[config.mk]
export PLATFORM = sky130hd
export DESIGN_NAME = slx_top
export DESIGN_NICKNAME = d
export VERILOG_FILES = /design/src/hdl/slx_pkg.sv /design/src/hdl/slx_sync_if.sv /design/src/hdl/slx_sync_gen.sv /design/src/hdl/slx_lane_fifo.sv /design/src/hdl/slx_top.sv
export VERILOG_INCLUDE_DIRS = /design/src /design/src/hdl
export SDC_FILE = /design/constraint.sdc
export NUM_CORES = 1
export LEC_CHECK = 0
export CORE_UTILIZATION = 60
export CTS_CLUSTER_SIZE = 28
export DETAILED_ROUTE_END_ITERATION = 10
export DONT_BUFFER_PORTS = 1
export PLACE_DENSITY_LB_ADDON = 0.1
export SLEW_MARGIN = 15
export SYNTH_ARGS = -nofsm -noshare
export SYNTH_HDL_FRONTEND = slang
export SYNTH_SLANG_ARGS = --single-unit
[constraint.sdc]
create_clock -name ref_clk_i -period 10.81 [get_ports ref_clk_i]
set_clock_uncertainty 0.2 [all_clocks]
set_input_delay 1.6215 -clock ref_clk_i [delete_from_list [all_inputs] [get_ports ref_clk_i]]
set_output_delay 1.6215 -clock ref_clk_i [all_outputs]
set_load 0.05 [all_outputs]
[src/hdl/slx_cfg.svh]
// Register map, field positions, reset values and pulse codes for the lane crossbar block.
// Assumes an 8-bit register port with a 12-bit address, one lane word clock.
//
// Overview of operation
// Lane 5 source select at map [5:3], resets 5
// Lane 4 source select at map [2:0], resets 4
// Lane 7 source select at second map [5:3]
// Lane 6 source select at second map [2:0]
// Select value x routes serial lane x
// Read-only full flag per logical lane FIFO
// Read-only empty flag per logical lane FIFO
// Two-bit field sets sync low error duration
// One duration setting drives both sync outputs
// Multiframe with lane errors raises sync error
// Host writes 0x01 to PHY config byte
// Lanes 0 and 1 sources, reset 0, 1
// Flags are live; reading never clears them
`ifndef SLX_CFG_SVH
`define SLX_CFG_SVH

// Register addresses
`define SLX_ADDR_MAP01 12'h308
`define SLX_ADDR_MAP45 12'h30A
`define SLX_ADDR_MAP67 12'h30B
`define SLX_ADDR_FULL 12'h30C
`define SLX_ADDR_EMPTY 12'h30D
`define SLX_ADDR_SYNC 12'h312
`define SLX_ADDR_PHY 12'h314

// Source select fields inside a crossbar register
`define SLX_SEL_LO_LSB 0
`define SLX_SEL_HI_LSB 3
`define SLX_SEL_W 3
`define SLX_MAP_MASK 8'h3F

// Error duration field inside the sync control register
`define SLX_DUR_LSB 4
`define SLX_DUR_W 2

// Reset values
`define SLX_RST_MAP01 8'h08
`define SLX_RST_MAP45 8'h2C
`define SLX_RST_MAP67 8'h3E
`define SLX_RST_SYNC 8'h10
`define SLX_RST_PHY 8'h00
`define SLX_RST_LANE2 3'h2
`define SLX_RST_LANE3 3'h3

// Error duration codes
`define SLX_DUR_HALF 2'h0
`define SLX_DUR_ONE 2'h1
`define SLX_DUR_TWO 2'h2

`endif

[src/hdl/slx_pkg.sv]
// Types shared by the lane crossbar block.
// Assumes slx_cfg.svh for all numeric constants.
package slx_pkg;

  // Sync pulse generator phases
  typedef enum logic [1:0] {
    SLX_SYNC_IDLE,
    SLX_SYNC_LOW
  } slx_sync_st_t;

  // Sync pulse generator state
  typedef struct packed {
    slx_sync_st_t st;
    logic [1:0] cnt;
    logic half;
    logic err_seen;
  } slx_sync_state_t;

endpackage

[src/hdl/slx_sync_if.sv]
// Bundle between the register side and one sync pulse generator.
// Assumes both ends run on the lane word clock.
`timescale 1ns/100ps
interface slx_sync_if;
  logic mf_end; // End of multiframe strobe
  logic lane_err; // Any decode error on the link this cycle
  logic link_req; // Link asks for resynchronisation
  logic [1:0] dur; // Error pulse length code
  logic sync_n; // Sync request, active low

  modport ctl (output mf_end, output lane_err, output link_req, output dur, input sync_n);
  modport gen (input mf_end, input lane_err, input link_req, input dur, output sync_n);
endinterface

[src/hdl/slx_sync_gen.sv]
// Sync request generator for one link: error pulse at multiframe end.
// Assumes mf_end is a one-cycle strobe on the lane word clock.
`timescale 1ns/100ps
`include "slx_cfg.svh"
module slx_sync_gen
  import slx_pkg::*;
(
  input wire logic ref_clk_i,
  input wire logic sys_rst_i,
  slx_sync_if.gen sif
);

  slx_sync_state_t s_q; // Registered state
  slx_sync_state_t s_d; // Next state
  logic err_now; // Error seen this multiframe, this cycle included
  logic low_w; // Pulse is active

  // Next state
  always_comb begin
    s_d = s_q;
    // An error in the end cycle still belongs to the ending multiframe
    err_now = s_q.err_seen | sif.lane_err;
    s_d.err_seen = err_now;
    unique case (s_q.st)
      SLX_SYNC_IDLE: begin
        if (sif.mf_end && err_now) begin
          s_d.st = SLX_SYNC_LOW;
          s_d.half = (sif.dur == `SLX_DUR_HALF);
          s_d.cnt = (sif.dur == `SLX_DUR_ONE || sif.dur == `SLX_DUR_HALF) ? 2'h1 : 2'h2;
        end
      end
      SLX_SYNC_LOW: begin
        // Count down whole cycles of the pulse
        s_d.cnt = s_q.cnt - 2'h1;
        if (s_q.cnt == 2'h1) begin
          s_d.st = SLX_SYNC_IDLE;
          s_d.half = 1'b0;
        end
      end
    endcase
    if (sif.mf_end) begin
      s_d.err_seen = 1'b0;
    end
  end

  // State register
  always_ff @(posedge ref_clk_i or posedge sys_rst_i) begin
    if (sys_rst_i) begin
      s_q <= '{st: SLX_SYNC_IDLE, cnt: 2'h0, half: 1'b0, err_seen: 1'b0};
    end else begin
      s_q <= s_d;
    end
  end

  // Half-cycle pulse uses only the high phase of the first cycle
  assign low_w = (s_q.st == SLX_SYNC_LOW) && (!s_q.half || ref_clk_i);
  assign sif.sync_n = !(low_w || sif.link_req);

endmodule

[src/hdl/slx_lane_fifo.sv]
// Elastic FIFO for one logical lane with live full and empty flags.
// Assumes writer and reader share the lane word clock.
`timescale 1ns/100ps
`include "slx_cfg.svh"
module slx_lane_fifo #(
  parameter int W = 8,
  parameter int DEPTH = 8
) (
  input wire logic ref_clk_i,
  input wire logic sys_rst_i,
  input wire logic wr_i,
  input wire logic [W-1:0] wdata_i,
  input wire logic rd_i,
  output logic [W-1:0] rdata_o,
  output logic full_o,
  output logic empty_o
);
  localparam int AW = $clog2(DEPTH);

  // Refuse depths the pointer wrap cannot serve
  if (DEPTH < 2 || (1 << AW) != DEPTH) begin : g_bad_depth
    $error("slx_lane_fifo: DEPTH must be a power of two, at least 2");
  end

  typedef struct packed {
    logic [AW-1:0] wp;
    logic [AW-1:0] rp;
    logic [AW:0] cnt;
    logic [W-1:0] rdata;
  } slx_fifo_state_t;

  slx_fifo_state_t s_q; // Registered state
  slx_fifo_state_t s_d; // Next state
  logic [W-1:0] mem [DEPTH]; // Lane storage
  logic push; // Accepted write
  logic pop; // Accepted read

  assign full_o = (s_q.cnt == (AW+1)'(DEPTH));
  assign empty_o = (s_q.cnt == '0);
  assign push = wr_i && !full_o;
  assign pop = rd_i && !empty_o;
  assign rdata_o = s_q.rdata;

  // Pointer and count update
  always_comb begin
    s_d = s_q;
    if (push) begin
      s_d.wp = s_q.wp + 1'b1;
    end
    if (pop) begin
      s_d.rp = s_q.rp + 1'b1;
      s_d.rdata = mem[s_q.rp];
    end
    s_d.cnt = s_q.cnt + (AW+1)'(push) - (AW+1)'(pop);
  end

  // State register
  always_ff @(posedge ref_clk_i or posedge sys_rst_i) begin
    if (sys_rst_i) begin
      s_q <= '0;
    end else begin
      s_q <= s_d;
    end
  end

  // Storage has no reset
  always_ff @(posedge ref_clk_i) begin
    if (push) begin
      mem[s_q.wp] <= wdata_i;
    end
  end

endmodule

[src/hdl/slx_top.sv]
// Receive lane crossbar with lane FIFOs, FIFO status and sync request timing.
// Assumes lane words, valids and decode errors come from PHY logic on ref_clk_i,
// and that the register port is driven by a serial port engine on the same clock.
`timescale 1ns/100ps
`include "slx_cfg.svh"
module slx_top
  import slx_pkg::*;
#(
  parameter int NL = 8, // Physical and logical lanes
  parameter int W = 8, // Lane word width
  parameter int DEPTH = 8 // FIFO depth per lane
) (
  input wire logic ref_clk_i,
  input wire logic sys_rst_i,
  input wire logic [11:0] reg_addr_i,
  input wire logic reg_wr_i,
  input wire logic [7:0] reg_wdata_i,
  output logic [7:0] reg_rdata_o,
  input wire logic [NL-1:0][W-1:0] serial_lane_in_i,
  input wire logic [NL-1:0] serial_lane_vld_i,
  input wire logic [NL-1:0] disp_err_i,
  input wire logic [NL-1:0] nit_err_i,
  input wire logic [NL-1:0] ctrl_err_i,
  input wire logic [NL-1:0] lane_rd_i,
  output logic [NL-1:0][W-1:0] lane_data_o,
  input wire logic [NL-1:0] link0_lanes_i,
  input wire logic [NL-1:0] link1_lanes_i,
  input wire logic [1:0] mf_end_i,
  input wire logic [1:0] link_sync_req_i,
  output logic [1:0] sync_request_out_n_o,
  output logic [7:0] phy_config_value_o
);

  // The select fields and status bytes are three and eight bits wide
  if (NL != 8) begin : g_bad_lanes
    $error("slx_top: NL must be 8");
  end
  if (W < 1) begin : g_bad_width
    $error("slx_top: W must be positive");
  end

  typedef struct packed {
    logic [7:0] map01; // Lanes 0 and 1 sources
    logic [7:0] map45; // Lanes 4 and 5 sources
    logic [7:0] map67; // Lanes 6 and 7 sources
    logic [7:0] sync_ctrl; // Error duration and spare bits
    logic [7:0] phy_cfg; // PHY configuration byte
    logic [7:0] rdata; // Register read data
    logic [NL-1:0][W-1:0] xdata; // Crossbar output words
    logic [NL-1:0] xvld; // Crossbar output valids
    logic [NL-1:0] xerr; // Crossbar output decode errors
  } slx_top_state_t;

  slx_top_state_t s_q; // Registered state
  slx_top_state_t s_d; // Next state
  logic [NL-1:0][2:0] sel; // Source lane per logical lane
  logic [NL-1:0] phys_err; // Any decode error per physical lane
  logic [NL-1:0] fifo_full; // Live full flags
  logic [NL-1:0] fifo_empty; // Live empty flags
  logic [NL-1:0][W-1:0] fifo_data; // FIFO read words

  // Low select field of a crossbar register
  function automatic logic [2:0] sel_lo(input logic [7:0] r);
    sel_lo = r[`SLX_SEL_LO_LSB +: `SLX_SEL_W];
  endfunction

  // High select field of a crossbar register
  function automatic logic [2:0] sel_hi(input logic [7:0] r);
    sel_hi = r[`SLX_SEL_HI_LSB +: `SLX_SEL_W];
  endfunction

  // Source select per logical lane
  always_comb begin
    sel[0] = sel_lo(s_q.map01);
    sel[1] = sel_hi(s_q.map01);
    // Lanes 2 and 3 sit on their power-up sources
    sel[2] = `SLX_RST_LANE2;
    sel[3] = `SLX_RST_LANE3;
    sel[4] = sel_lo(s_q.map45);
    sel[5] = sel_hi(s_q.map45);
    sel[6] = sel_lo(s_q.map67);
    sel[7] = sel_hi(s_q.map67);
  end

  // Merge the three decode error kinds per physical lane
  assign phys_err = disp_err_i | nit_err_i | ctrl_err_i;

  // Next state: register writes, reads and crossbar
  always_comb begin
    s_d = s_q;
    // Register writes; reserved crossbar bits stay zero
    if (reg_wr_i) begin
      unique case (reg_addr_i)
        `SLX_ADDR_MAP01: begin
          s_d.map01 = reg_wdata_i & `SLX_MAP_MASK;
        end
        `SLX_ADDR_MAP45: begin
          s_d.map45 = reg_wdata_i & `SLX_MAP_MASK;
        end
        `SLX_ADDR_MAP67: begin
          s_d.map67 = reg_wdata_i & `SLX_MAP_MASK;
        end
        `SLX_ADDR_SYNC: begin
          s_d.sync_ctrl = reg_wdata_i;
        end
        `SLX_ADDR_PHY: begin
          s_d.phy_cfg = reg_wdata_i;
        end
        default: begin
          // Writes to status or unmapped addresses are dropped
        end
      endcase
    end
    // Register reads; status reads leave the flags untouched
    unique case (reg_addr_i)
      `SLX_ADDR_MAP01: begin
        s_d.rdata = s_q.map01;
      end
      `SLX_ADDR_MAP45: begin
        s_d.rdata = s_q.map45;
      end
      `SLX_ADDR_MAP67: begin
        s_d.rdata = s_q.map67;
      end
      `SLX_ADDR_FULL: begin
        s_d.rdata = fifo_full;
      end
      `SLX_ADDR_EMPTY: begin
        s_d.rdata = fifo_empty;
      end
      `SLX_ADDR_SYNC: begin
        s_d.rdata = s_q.sync_ctrl;
      end
      `SLX_ADDR_PHY: begin
        s_d.rdata = s_q.phy_cfg;
      end
      default: begin
        // Unmapped addresses read zero
        s_d.rdata = 8'h00;
      end
    endcase
    // Crossbar: logical lane i takes physical lane sel[i]
    for (int i = 0; i < NL; i++) begin
      s_d.xdata[i] = serial_lane_in_i[sel[i]];
      s_d.xvld[i] = serial_lane_vld_i[sel[i]];
      s_d.xerr[i] = phys_err[sel[i]];
    end
  end

  // State register
  always_ff @(posedge ref_clk_i or posedge sys_rst_i) begin
    if (sys_rst_i) begin
      s_q.map01 <= `SLX_RST_MAP01;
      s_q.map45 <= `SLX_RST_MAP45;
      s_q.map67 <= `SLX_RST_MAP67;
      s_q.sync_ctrl <= `SLX_RST_SYNC;
      s_q.phy_cfg <= `SLX_RST_PHY;
      s_q.rdata <= 8'h00;
      s_q.xdata <= '0;
      s_q.xvld <= '0;
      s_q.xerr <= '0;
    end else begin
      s_q <= s_d;
    end
  end

  // One FIFO per logical lane
  for (genvar g = 0; g < NL; g++) begin : g_lane
    slx_lane_fifo #(
      .W(W),
      .DEPTH(DEPTH)
    ) u_fifo (
      .ref_clk_i(ref_clk_i),
      .sys_rst_i(sys_rst_i),
      .wr_i(s_q.xvld[g]),
      .wdata_i(s_q.xdata[g]),
      .rd_i(lane_rd_i[g]),
      .rdata_o(fifo_data[g]),
      .full_o(fifo_full[g]),
      .empty_o(fifo_empty[g])
    );
  end

  // Two links, each with its own sync request generator
  slx_sync_if sif0 ();
  slx_sync_if sif1 ();

  // Link 0 bundle; both links read the same duration field
  assign sif0.mf_end = mf_end_i[0];
  assign sif0.lane_err = |(s_q.xerr & link0_lanes_i);
  assign sif0.link_req = link_sync_req_i[0];
  assign sif0.dur = s_q.sync_ctrl[`SLX_DUR_LSB +: `SLX_DUR_W];

  // Link 1 bundle
  assign sif1.mf_end = mf_end_i[1];
  assign sif1.lane_err = |(s_q.xerr & link1_lanes_i);
  assign sif1.link_req = link_sync_req_i[1];
  assign sif1.dur = s_q.sync_ctrl[`SLX_DUR_LSB +: `SLX_DUR_W];

  // Link 0 generator
  slx_sync_gen u_sync0 (
    .ref_clk_i(ref_clk_i),
    .sys_rst_i(sys_rst_i),
    .sif(sif0.gen)
  );

  // Link 1 generator
  slx_sync_gen u_sync1 (
    .ref_clk_i(ref_clk_i),
    .sys_rst_i(sys_rst_i),
    .sif(sif1.gen)
  );

  // Outputs
  assign sync_request_out_n_o = {sif1.sync_n, sif0.sync_n};
  assign lane_data_o = fifo_data;
  assign reg_rdata_o = s_q.rdata;
  assign phy_config_value_o = s_q.phy_cfg;

endmodule

==> impl_metrics.toml <==
[layout]
final_nets = 2153
fin_cells = 2758
fin_area_sq_um = 37700
area_growth_pct = 8.45
drive_gt1_share_pct = 27.1
final_core_util_pct = 66.3
multi_input_area_sq_um = 11200
seqCellArea_sq_um = 22300
n_fill_cell = 3898

[worst_setup_path]
startpoint_type = "clock port"
slowest_delay_ps = 860
crit_chain = "clkbuf_16 -> clkbuf_16 -> nand2b_1 -> a21oi_1"
path_max_fanout = 2
critPathRequiredTime_ps = 8990
crit_type = "clk2out"
cp_common_cell = "clkbuf_16"
slowest_stage = "a21oi_1"
end_kind = "output port"
cp_data_arrival_time_ps = 6660

[route]
wl_mm = 77.2
wl_per_cell_microns = 28.0
routed_via_density = 6.37
ant_nets = 0
drtIter0Drc = 1461
drt_pass1_iterations = 5
vias = 17600
drc = 0

[timing]
rsz0062_at_grt = "no"
fin_tns_setup_ps = 0
worst_pin_slew_ps = 1190
whs_ps = 288
report.final.slew_viol_count = 0
worst_slack_ps = 2330
timing.slew.headroom_pct = 20.8
setup_viol = 0
hold_violations = 0

[global_routing]
grt_pass1_wl_mm = 117
antenna_found_initial = 8
grt_overflow_total = 0
grt_max_degree = 169
first_global_vias = 18400
gr-usage-all-layers_pct = 27.3

[yosys]
ys.flop_type = "edfxtp_1"
syn-instance-count = 1998
synth.avg_cell_area_sq_um = 17.4
yosysMostFrequentCell = "edfxtp_1"
synth_common_cells = "edfxtp_1 (512), dfrtp_1 (266), mux4_2 (248)"
syn_area_sq_um = 34700
async_flop_share_pct = 35.0
synth_edf_count = 512
yosysUniqueCellTypes = 59
synth_largest_area_cell = "edfxtp_1"
ys_top_cells_by_area = "edfxtp_1 (44%), dfrtp_1 (19%), mux4_2 (16%)"
seq_area_frac_synth_pct = 64.2
syn-num-nets = 2219
ys.warnings.count = 0
synth_top_area_share_pct = 44.3
synth.ff_latch_count = 788

[pwr]
max-vdd-ir-drop_mv = 0.196
p_leak_nw = 13.4
design_power_total_mw = 9.82
power_density_nw_per_um2 = 261

[floorplanning]
core_region_area_sq_um = 56800
num_rows = 87
die-area_sq_um = 58800
ios = 229
dieWidth_microns = 243
start_util_pct = 61.1
dieHeight_microns = 243

[placement]
numPortBuffers = 0
dpl.hpwl_mm = 52.3
placed_cell_area_sq_um = 34900
finalWeightedCongestion = 0.822
placed_cells = 2602
pre_cts_slack_ps = 2670

[clock_tree]
cts_tree = "built"
post_cts_buffers = 0
cts_resized = 0
path_clk_slew_ps = 50
cts_hold_buf = 0
clk_latency_ps = 730

[worst_hold_path]
hp-class = "reg2reg"

[run]
max_cap_violations = 0

[outcome]
status = "finished clean"
routing by layer:
layer	vias to the layer above	share of wire (%)	global-route usage [%]	wire length, microns
met5	-	0.030	0	23
met3	139	8.2	7.91	6350
met4	4	2.4	7.80	1830
met1	9206	39	35.9	30200
met2	672	50	44.8	38900
li1	7557	-	-	-
worst paths after layout:
check | startpoint | end | slack (ps) | cells after the start
hold reg to reg | u_sync0.s_q[1] | u_sync0.s_q[1] | 290 | 1
hold / removal | u_sync0.s_q[1] | u_sync0.s_q[1] | 290 | 1
setup reg to reg | g_lane[3].u_fifo.s_q[9] | g_lane[3].u_fifo.s_q[10] | 7850 | 8
setup / recovery | ref_clk_i | sync_request_out_n_o[0] | 2330 | 4
min in group asynchronous | sys_rst_i | g_lane[0].u_fifo.s_q[10] | 720 | 1
max in group asynchronous | sys_rst_i | s_q[112] | 8250 | 2
where the power goes:
group	total, mW	internal [mW]	leakage, nW	switching (mW)
Clock	2.88	1.72	1.36	1.16
Sequential	4.87	3.84	7.88	1.03
Combinational	2.07	1.10	4.21	0.968
area by class of cell:
type | instances | area share, %
multi-input cells | 969 | 29.7
well taps | 756 | 2.51
repair buffers | 25 | 0.532
inverters | 64 | 0.658
clock buffers | 122 | 6.40
diodes | 3 | 0.0199
flip-flops and latches | 788 | 59.2
clock inverters | 31 | 0.930
flip-flops by register name, indices dropped and copies added, names as in the netlist:
| name | flops |
|---|---|
| g_lane.u_fifo.mem | 512 |
| g_lane.u_fifo.rdata_o | 64 |
| g_lane.u_fifo.s_q | 80 |
| phy_config_value_o | 8 |
| reg_rdata_o | 8 |
| s_q | 106 |
| u_sync0.s_q | 5 |
| u_sync1.s_q | 5 |
cell families after synthesis:
logic type / share of synthesized area [%]
muxes: 21.7
adders and majority gates: 2.84
xor gates and xnor gates: 1.21
DFF: 64.2
AOI/OAI and AO/OA: 2.84
and+or+nand+nor: 3.61
buffers and inverters: 3.64
layout by cell type (no fill, tap or decap), types with 4 or more instances in the layout:
cell       count
a21boi_1      11
a21boi_2       4
a21o_1        10
a21oi_1       75
a222oi_1       6
a22oi_1        6
a32oi_1        7
buf_4         24
bufinv_16      7
clkbuf_1      25
clkbuf_16     87
clkbuf_8      10
clkinv_1       6
clkinv_2      10
dfrtp_1      258
dfrtp_2        8
dfstp_2       10
edfxtp_1     512
fa_1           8
ha_1          66
inv_1         63
inv_6          5
mux2_2       113
mux2i_1       66
mux4_2       248
nand2_1       52
nand2b_1      29
nor2_1       126
nor3_1        24
nor3_2         4
o21ai_0       12
o22ai_1        6
or3_1          6
xnor2_1       21
xor2_1        27
worst max-delay path, delay by kind of cell:
kind            cells  cell delay, ps
compound gates      1             860
buf+inv             2             260
simple gates        1             130
No activity file was read; power rests on OpenSTA's default activity.
